File: config.mk
export PLATFORM = sky130hd
export DESIGN_NAME = srwg_supervisor
export DESIGN_NICKNAME = d
export VERILOG_FILES = /design/src/common/srwg_pkg.sv /design/src/rtl/srwg_supervisor.sv /design/src/rtl/srwg_write_guard.sv
export VERILOG_INCLUDE_DIRS = /design/src /design/src/common
export SDC_FILE = /design/constraint.sdc
export NUM_CORES = 1
export LEC_CHECK = 0
export BUFFER_PORTS_ARGS = -buffer_cell sky130_fd_sc_hd__buf_4
export CAP_MARGIN = 20
export CORE_UTILIZATION = 50
export DETAILED_ROUTE_END_ITERATION = 8
export HOLD_SLACK_MARGIN = 0.08
export PLACE_DENSITY_LB_ADDON = 0.25
export SYNTH_ARGS = -nofsm -noshare
export SYNTH_HDL_FRONTEND = slang
export SYNTH_HIERARCHICAL = 1
export SYNTH_SLANG_ARGS = --single-unit
File: constraint.sdc
create_clock -name clock_i -period 2.7 [get_ports clock_i]
set_clock_uncertainty 0.15 [all_clocks]
set_input_delay 0.405 -clock clock_i [delete_from_list [all_inputs] [get_ports clock_i]]
set_output_delay 0.405 -clock clock_i [all_outputs]
set_load 0.05 [all_outputs]
File: src/common/srwg_consts.svh
`ifndef SRWG_CONSTS_SVH
`define SRWG_CONSTS_SVH
// Reset hold time choices in microseconds; the device figures are left to integration
`define SRWG_CLK_MHZ        50
`define SRWG_HOLD_US_0      1000
`define SRWG_HOLD_US_1      10000
`define SRWG_HOLD_US_2      100000
`define SRWG_HOLD_US_3      200000
`define SRWG_CNT_W          24
`define SRWG_TSEL_RST       2'h1
`define SRWG_LOCK_OPEN      2'h0
`endif

File: src/common/srwg_pkg.sv
`default_nettype none
package srwg_pkg;
	typedef enum logic [1:0] {
		SRWG_ST_HOLD    = 2'b00,
		SRWG_ST_COUNT   = 2'b01,
		SRWG_ST_RUN     = 2'b10
	} srwg_state_t;
	typedef logic [1:0] srwg_sel_t;
endpackage
`default_nettype wire

File: src/rtl/srwg_supervisor.sv
`default_nettype none
`include "srwg_consts.svh"
module srwg_supervisor
	import srwg_pkg::*;
#(
	parameter int unsigned HOLD_CYC_0 = `SRWG_HOLD_US_0 * `SRWG_CLK_MHZ,
	parameter int unsigned HOLD_CYC_1 = `SRWG_HOLD_US_1 * `SRWG_CLK_MHZ,
	parameter int unsigned HOLD_CYC_2 = `SRWG_HOLD_US_2 * `SRWG_CLK_MHZ,
	parameter int unsigned HOLD_CYC_3 = `SRWG_HOLD_US_3 * `SRWG_CLK_MHZ
) (
	input  wire logic            clock_i,
	input  wire logic            rst_b_i,
	input  wire logic            supply_low_i,
	input  wire logic            manual_reset_in_i,
	input  wire logic            aux_above_i,
	input  wire srwg_pkg::srwg_sel_t timeout_sel_i,
	input  wire logic            timeout_sel_we_i,
	input  wire logic            write_protect_i,
	input  wire srwg_pkg::srwg_sel_t sector_lock_i,
	input  wire logic            nv_write_req_i,
	input  wire logic            vol_write_req_i,
	output logic                 supply_reset_o,
	output logic                 aux_monitor_flag_o,
	output logic [1:0]           timeout_sel_o,
	output logic                 nv_write_ok_o,
	output logic                 vol_write_ok_o
);
	import srwg_pkg::*;

	localparam logic [`SRWG_CNT_W-1:0] HC0 = HOLD_CYC_0[`SRWG_CNT_W-1:0];
	localparam logic [`SRWG_CNT_W-1:0] HC1 = HOLD_CYC_1[`SRWG_CNT_W-1:0];
	localparam logic [`SRWG_CNT_W-1:0] HC2 = HOLD_CYC_2[`SRWG_CNT_W-1:0];
	localparam logic [`SRWG_CNT_W-1:0] HC3 = HOLD_CYC_3[`SRWG_CNT_W-1:0];

	srwg_state_t             state_q, state_d;
	logic [`SRWG_CNT_W-1:0]  cnt_q, cnt_d;
	logic [1:0]              sel_q, sel_d;
	logic [`SRWG_CNT_W-1:0]  hold_len;
	logic                    cause;
	logic                    done;
	logic                    rst_d;
	logic [`SRWG_CNT_W-1:0]  quiet_q;

	// Timeout select register, software writable
	assign sel_d = timeout_sel_we_i ? timeout_sel_i : sel_q;
	assign hold_len = (sel_q == 2'h0) ? HC0 :
	                  (sel_q == 2'h1) ? HC1 :
	                  (sel_q == 2'h2) ? HC2 : HC3;
	// Any cause of reset
	assign cause = supply_low_i || manual_reset_in_i;
	assign done  = (cnt_q >= hold_len - 24'h000001);

	// Next state and count
	always_comb begin
		state_d = state_q;
		cnt_d   = cnt_q;
		case (state_q)
			SRWG_ST_HOLD: begin
				cnt_d = '0;
				if (!cause) begin
					state_d = SRWG_ST_COUNT;
				end
			end
			SRWG_ST_COUNT: begin
				if (cause) begin
					state_d = SRWG_ST_HOLD;
					cnt_d   = '0;
				end else if (done) begin
					state_d = SRWG_ST_RUN;
				end else begin
					cnt_d = cnt_q + 24'h000001;
				end
			end
			SRWG_ST_RUN: begin
				cnt_d = '0;
				if (cause) begin
					state_d = SRWG_ST_HOLD;
				end
			end
			default: begin
				state_d = SRWG_ST_HOLD;
				cnt_d   = '0;
			end
		endcase
	end
	// Reset stays high unless running and no cause
	assign rst_d = !((state_d == SRWG_ST_RUN) && !cause);

	// State registers, reset output starts active
	always_ff @(posedge clock_i or negedge rst_b_i) begin
		if (!rst_b_i) begin
			state_q        <= SRWG_ST_HOLD;
			cnt_q          <= '0;
			sel_q          <= `SRWG_TSEL_RST;
			supply_reset_o <= 1'b1;
		end else begin
			state_q        <= state_d;
			cnt_q          <= cnt_d;
			sel_q          <= sel_d;
			supply_reset_o <= rst_d;
		end
	end

	// Aux flag follows comparator, registered only
	always_ff @(posedge clock_i or negedge rst_b_i) begin
		if (!rst_b_i) begin
			aux_monitor_flag_o <= 1'b0;
			timeout_sel_o      <= `SRWG_TSEL_RST;
		end else begin
			aux_monitor_flag_o <= aux_above_i;
			timeout_sel_o      <= sel_d;
		end
	end

	// Write gating
	srwg_write_guard u_guard (
		.clock_i         (clock_i),
		.rst_b_i         (rst_b_i),
		.write_protect_i (write_protect_i),
		.sector_lock_i   (sector_lock_i),
		.nv_write_req_i  (nv_write_req_i),
		.vol_write_req_i (vol_write_req_i),
		.nv_write_ok_o   (nv_write_ok_o),
		.vol_write_ok_o  (vol_write_ok_o)
	);

	// Cycles the reset has stood with no cause, used by the hold-length release check below
	always_ff @(posedge clock_i or negedge rst_b_i) begin
		if (!rst_b_i) begin
			quiet_q <= '0;
		end else if (cause || !supply_reset_o) begin
			quiet_q <= '0;
		end else begin
			quiet_q <= quiet_q + 24'h000001;
		end
	end

	// Reset follows a low main supply
	property p_low_resets;
		@(posedge clock_i) disable iff (!rst_b_i) supply_low_i |=> supply_reset_o;
	endproperty
	a_low_resets: assert property (p_low_resets) else $error("reset not active on low supply");

	// Manual reset forces reset regardless of supply
	property p_mr_resets;
		@(posedge clock_i) disable iff (!rst_b_i) manual_reset_in_i |=> supply_reset_o;
	endproperty
	a_mr_resets: assert property (p_mr_resets) else $error("reset not active on manual reset");

	// Manual reset release never drops the reset at once
	property p_hold_min;
		@(posedge clock_i) disable iff (!rst_b_i) $fell(manual_reset_in_i) && !supply_low_i |=> supply_reset_o;
	endproperty
	a_hold_min: assert property (p_hold_min) else $error("reset released without hold");

	// Release only from a finished count
	property p_release_full;
		@(posedge clock_i) disable iff (!rst_b_i) $fell(supply_reset_o) |-> $past(state_q) == SRWG_ST_COUNT && $past(done);
	endproperty
	a_release_full: assert property (p_release_full) else $error("release before full count");

	// A new cause during the count starts it over
	property p_restart;
		@(posedge clock_i) disable iff (!rst_b_i) (state_q == SRWG_ST_COUNT && cause) |=> cnt_q == '0 && state_q == SRWG_ST_HOLD;
	endproperty
	a_restart: assert property (p_restart) else $error("count not restarted");

	// Shortest select picks the shortest hold
	property p_sel_len;
		@(posedge clock_i) disable iff (!rst_b_i) (sel_q == 2'h0) |-> hold_len == HC0;
	endproperty
	a_sel_len: assert property (p_sel_len) else $error("hold length not from select");

	// A written select shows on the select output one edge later
	property p_sel_write;
		@(posedge clock_i) disable iff (!rst_b_i) timeout_sel_we_i |=> timeout_sel_o == $past(timeout_sel_i);
	endproperty
	a_sel_write: assert property (p_sel_write) else $error("written select not applied");

	// Measured quiet time before release covers the selected hold
	property p_hold_len;
		@(posedge clock_i) disable iff (!rst_b_i) $fell(supply_reset_o) |-> quiet_q > $past(hold_len);
	endproperty
	a_hold_len: assert property (p_hold_len) else $error("release before selected hold length");

	// Reset stands whenever the sequencer is not running
	property p_not_run_high;
		@(posedge clock_i) disable iff (!rst_b_i) state_q != SRWG_ST_RUN |-> supply_reset_o;
	endproperty
	a_not_run_high: assert property (p_not_run_high) else $error("reset low outside run state");

	// Running with no cause keeps the reset released
	property p_run_clear;
		@(posedge clock_i) disable iff (!rst_b_i) (state_q == SRWG_ST_RUN && !cause) |=> !supply_reset_o;
	endproperty
	a_run_clear: assert property (p_run_clear) else $error("reset held with no cause");

	// Aux flag copies the comparator high
	property p_aux_hi;
		@(posedge clock_i) disable iff (!rst_b_i) aux_above_i |=> aux_monitor_flag_o;
	endproperty
	a_aux_hi: assert property (p_aux_hi) else $error("aux flag not high");

	// Aux flag copies the comparator low
	property p_aux_lo;
		@(posedge clock_i) disable iff (!rst_b_i) !aux_above_i |=> !aux_monitor_flag_o;
	endproperty
	a_aux_lo: assert property (p_aux_lo) else $error("aux flag not low");

	// Main scenarios to be reached
	c_release: cover property (@(posedge clock_i) disable iff (!rst_b_i) $fell(supply_reset_o));
	c_restart: cover property (@(posedge clock_i) disable iff (!rst_b_i) state_q == SRWG_ST_COUNT && cause);
	c_nv_write: cover property (@(posedge clock_i) disable iff (!rst_b_i) nv_write_ok_o);
	c_mr_release: cover property (@(posedge clock_i) disable iff (!rst_b_i) $fell(manual_reset_in_i) && !supply_low_i);
	c_sel_long: cover property (@(posedge clock_i) disable iff (!rst_b_i) timeout_sel_we_i && timeout_sel_i == 2'h3);
endmodule
`default_nettype wire

File: src/rtl/srwg_write_guard.sv
`default_nettype none
`include "srwg_consts.svh"
module srwg_write_guard
	import srwg_pkg::*;
(
	input  wire logic      clock_i,
	input  wire logic      rst_b_i,
	input  wire logic      write_protect_i,
	input  wire srwg_pkg::srwg_sel_t sector_lock_i,
	input  wire logic      nv_write_req_i,
	input  wire logic      vol_write_req_i,
	output logic           nv_write_ok_o,
	output logic           vol_write_ok_o
);
	import srwg_pkg::*;
	logic  lock_active;
	logic  nv_ok_d;
	logic  vol_ok_d;
	// Full lock when protect is high and sector lock not open
	assign lock_active = write_protect_i && (sector_lock_i != `SRWG_LOCK_OPEN);
	assign nv_ok_d     = nv_write_req_i && !write_protect_i;
	assign vol_ok_d    = vol_write_req_i && !lock_active;
	// Registered grants
	always_ff @(posedge clock_i or negedge rst_b_i) begin
		if (!rst_b_i) begin
			nv_write_ok_o  <= 1'b0;
			vol_write_ok_o <= 1'b0;
		end else begin
			nv_write_ok_o  <= nv_ok_d;
			vol_write_ok_o <= vol_ok_d;
		end
	end
	property p_nv_block;
		@(posedge clock_i) disable iff (!rst_b_i) write_protect_i |=> !nv_write_ok_o;
	endproperty
	a_nv_block: assert property (p_nv_block) else $error("nv write passed under protect");
	property p_vol_block;
		@(posedge clock_i) disable iff (!rst_b_i) lock_active |=> !vol_write_ok_o;
	endproperty
	a_vol_block: assert property (p_vol_block) else $error("volatile write passed under lock");
	property p_vol_pass;
		@(posedge clock_i) disable iff (!rst_b_i) (vol_write_req_i && !write_protect_i) |=> vol_write_ok_o;
	endproperty
	a_vol_pass: assert property (p_vol_pass) else $error("volatile write wrongly blocked");
endmodule
`default_nettype wire

# == Word-level counts from Yosys, hierarchy flattened ==
# Index checks and enable logic that the tools add are counted.
# totals
register_bits,32
in_bits,13
output_inout_bits,6
wordCells,39
# classes
add_sub_neg,2
magnitude_cmp,1
n_eq_ne,6
mux,11
n_reduce_logical,12
# op_table
op,n
24-bit 2-to-1 mux,6
"24-bit by 1-bit adder with 24-bit output, second input constant",1
24-bit >= comparator,1
"24-bit by 1-bit subtractor with 24-bit output, second input constant",1
2-bit 2-to-1 mux,4
"2-bit == test, second input constant",3
2-bit case mux with 3 select lines,1
"2-bit by 1-bit == test with 1-bit output, second input constant",2
1-bit logical AND,4
1-bit logical NOT,4
2-bit logical NOT,2
"3-bit != test, second input constant",1
2-bit nonzero test,1
1-bit logical OR,1

# == Logic depth before layout (Yosys ltp) ==
# depth
ltp_word,12
mapped_depth,13
mapped_depth_nobuf,11

# == Cells and area by module ==
# Netlist, hierarchy kept.
# by_module_without_submodules
module,n_inst,cells_per_inst,area_per_inst_um2,seq_area_each_um2
srwg_supervisor,1,221,2033.2,753.2
srwg_write_guard,1,5,67.6,50.0

# == Worst setup path after synthesis ==
# OpenSTA, ideal clock, no wires.
# synth_path
path_kind,register to register
from,reg timeout_sel_o[0] (netlist name)
to,reg cnt_q[16]
setup_ns,0.078
t_arrival_ns,2.974
required_time_ns,2.472
setup_slack_ns,-0.502
path_stages_with_launch,13
n_path_buf,1
synth_period_minus_slack_ns,3.202
path_cell_list,dfstp_2 > inv_1 > ha_1 > or2_2 > ha_1 > a21oi_1 > o22ai_1 > nor3_2 > nand2_1 > buf_2 > nor4_4 > or3b_1 > a21oi_1
# synth_rtl
item,line,text
end signal: assignment,srwg_supervisor.sv:98,cnt_q <= cnt_d;
end: declaration,srwg_supervisor.sv:36,"logic [`SRWG_CNT_W-1:0] cnt_q, cnt_d;"

==> flow_summary.json <==
{
  "grt.total_usage_pct": 27.4,
  "drt_iter0_drc": 120,
  "clock_sink_count": 32,
  "final_cell_mix": "buf_4 (37), dfrtp_1 (29), nor2_1 (24), nand2_1 (17), xnor2_1 (17)",
  "crit_required_ns": 2.69,
  "insertion_delay_ns": 0.29,
  "drive_gt1_share_pct": 41.6,
  "dieArea_sq_um": 4460,
  "r2r_cells": 13,
  "fmax_mhz": 332,
  "timing.rr.start": "timeout_sel_o[0]",
  "synthTopCellsByArea": "dfrtp_1 (36%), ha_1 (15%), xnor2_1 (7.5%)",
  "rsz0062_at_grt": "true",
  "final_cells": 324,
  "whs_path_depth": 2,
  "syn_nets": 265,
  "final_common_cell": "buf_4",
  "gr-total-overflow": 0,
  "worstHoldEndpoint": "u_guard/nv_write_ok_o",
  "ys_types": 39,
  "grt_pass1_wl_microns": 8800,
  "coreArea_sq_um": 4030,
  "cellPowerDensity_nw_per_um2": 361,
  "violations": "negative setup slack",
  "antenna_found_initial": 0,
  "htree_levels": 2,
  "synthFlopType": "dfrtp_1",
  "fin_crit_sh_pct": 112,
  "cts_tree": "yes",
  "crit_fanout": 4,
  "cts_buffers": 5,
  "synth-seq-area-share_pct": 38.2,
  "synth_top_area_cell": "dfrtp_1",
  "final_max_slew_viol_count": 0,
  "ioPinCount": 19,
  "area_growth_pct": 50.3,
  "worstHoldStart": "write_protect_i",
  "n_antenna_cell": 0,
  "fin_ws_ns": -0.316,
  "die_h_microns": 66.8,
  "worst_pin_slew_ns": 0.911,
  "worst_r2r_endpoint": "cnt_q[21]",
  "synthesis.area_sq_um": 2100,
  "postPlaceCellArea_sq_um": 2530,
  "dp_hpwl_microns": 3550,
  "r2r_slack_ns": -0.32,
  "port_buffers": 18,
  "ys_warn_count": 6,
  "vias": 1924,
  "clock_tree.root_cell": "clkbuf_8",
  "hold_viol_final": 0,
  "finalInstanceArea_sq_um": 3160,
  "synth_seq_cells": 32,
  "maxCapViolations": 0,
  "leakage_nw": 1.19,
  "syn_inst": 226,
  "outcome": "finished with violations",
  "synth_top_cell_area_share_pct": 35.7,
  "initial_core_util_pct": 52.1,
  "gp_routability_congestion": 0.841,
  "synth_edf_count": 0,
  "relSlewSlack_pct": 39.1,
  "grt_pass1_vias": 1810,
  "worst_setup_path_end_kind": "flop",
  "wl_per_cell_microns": 19.1,
  "synth_area_per_cell_sq_um": 9.30,
  "fin_setup_tns_ns": -4.40,
  "synth-async-reset-ratio_pct": 100,
  "whs_ns": 0.111,
  "cp.arrival_ns": 3.01,
  "hold_class": "in2reg",
  "route.detailed.drc": 0,
  "worstSetupPathType": "reg2reg",
  "die_x_microns": 66.8,
  "dp_slack_ns": -0.374,
  "setup_viol": 27,
  "cts.clk_slew.worst_paths_ns": 0.07,
  "dr.pass1.iters": 4,
  "grt_max_degree": 33,
  "nets": 312,
  "row_count": 23,
  "fin_crit_ns": 3.02,
  "drtAntennaViolNets": 0,
  "clk_path_buf_depth": 2,
  "peakVddDrop_uv": 303,
  "crit_path_start_kind": "flop",
  "viasPerCell": 5.94,
  "wl_microns": 6190,
  "dp.cells": 306
}
## registers in the layout, indices dropped and copies added (netlist names)
signal and count:
cnt_q 24, timeout_sel_o 2, supply_reset_o 1, u_guard/nv_write_ok_o 1, u_guard/vol_write_ok_o 1, aux_monitor_flag_o 1, state_q 2
## cell type report
type                            instances  area, sq um
Tap cell                               50         62.6
Timing Repair Buffer                   49          449
Multi-Input combinational cell        176         1690
Sequential cell                        32          808
Clock buffer                            6         72.6
Clock inverter                          2         35.0
Inverter                                9         43.8
Fill cell                             247          872
## Yosys cell counts, types with 2 or more instances
library cell,n
and3_1,2
nand2_1,19
nand4_1,6
nand3b_1,2
or2_2,2
a21o_1,2
a21oi_1,12
a211oi_1,2
xnor2_1,18
buf_2,3
dfstp_2,2
and4_1,4
nand3_1,9
dfrtp_1,30
or3_1,2
ha_1,26
nor4_1,11
nor2b_1,3
clkbuf_1,3
inv_1,9
and2_1,3
nor3_1,11
o21ai_0,6
nor2_1,24
## worst max path at each step
stage / startpoint / to / slack, ns / cells past startpoint
after floorplan: timeout_sel_o[0] / cnt_q[16] / -0.24 / 12
after global placement: timeout_sel_o[0] / cnt_q[9] / -0.38 / 13
after detailed placement: timeout_sel_o[0] / cnt_q[2] / -0.37 / 12
after CTS: timeout_sel_o[0] / cnt_q[2] / -0.20 / 12
after global routing: timeout_sel_o[0] / cnt_q[21] / -0.42 / 14
final: timeout_sel_o[0] / cnt_q[21] / -0.32 / 13
## routing by layer
| metal | GRT usage (%) | up-vias | part of all wire (%) |
|---|---|---|---|
| li1 | - | 894 | - |
| met1 | 34.8 | 957 | 41 |
| met2 | 46.6 | 56 | 52 |
| met3 | 5.14 | 17 | 3.8 |
| met4 | 8.78 | 0 | 3.1 |
| met5 | 0 | - | 0 |
## through the flow
step           total power, mW  utilization (%)
3_5_place_dp             0.644             62.8
5_1_grt                   1.17             78.4
6_report                  1.14             78.4
3_3_place_gp             0.639             62.8
2_1_floorplan            0.580                -
4_1_cts                   1.13             74.2
## worst max-delay path, stage by stage, from the launching register on
cell	delay, ns
dfstp_4	0.64
inv_4	0.05
ha_4	0.15
or2_4	0.25
ha_4	0.23
a21oi_2	0.14
o22ai_2	0.08
nor3_2	0.16
nand2_2	0.16
buf_6	0.16
nor4_2	0.32
buf_4	0.18
a21o_1	0.13
a21oi_2	0.05
## cell families after synthesis
family / after synthesis / synth area share (%)
compound gates: 27 / 7.39
xor+xnor: 19 / 7.92
fa+ha+maj: 26 / 15.5
buf+inv: 18 / 3.93
flops: 32 / 38.2
mux: 1 / 0.476
other cells: 1 / 0.179
simple gates: 102 / 26.4
## where the power goes
group	internal, mW	switching (mW)
clock	0.274	0.186
sequential	0.488	0.00444
combinational	0.0858	0.103
total	0.847	0.294
## what timing repair did
item                                   4_1_cts  5_1_grt
resized for setup                           50       25
setup endpoints to repair                   27       27
hold buffers                                 2        0
endpoints found under the hold margin       31        0
pin swaps                                   32       14
setup buffers                                6        3
Note: power is estimated with default switching activity, not from simulation.
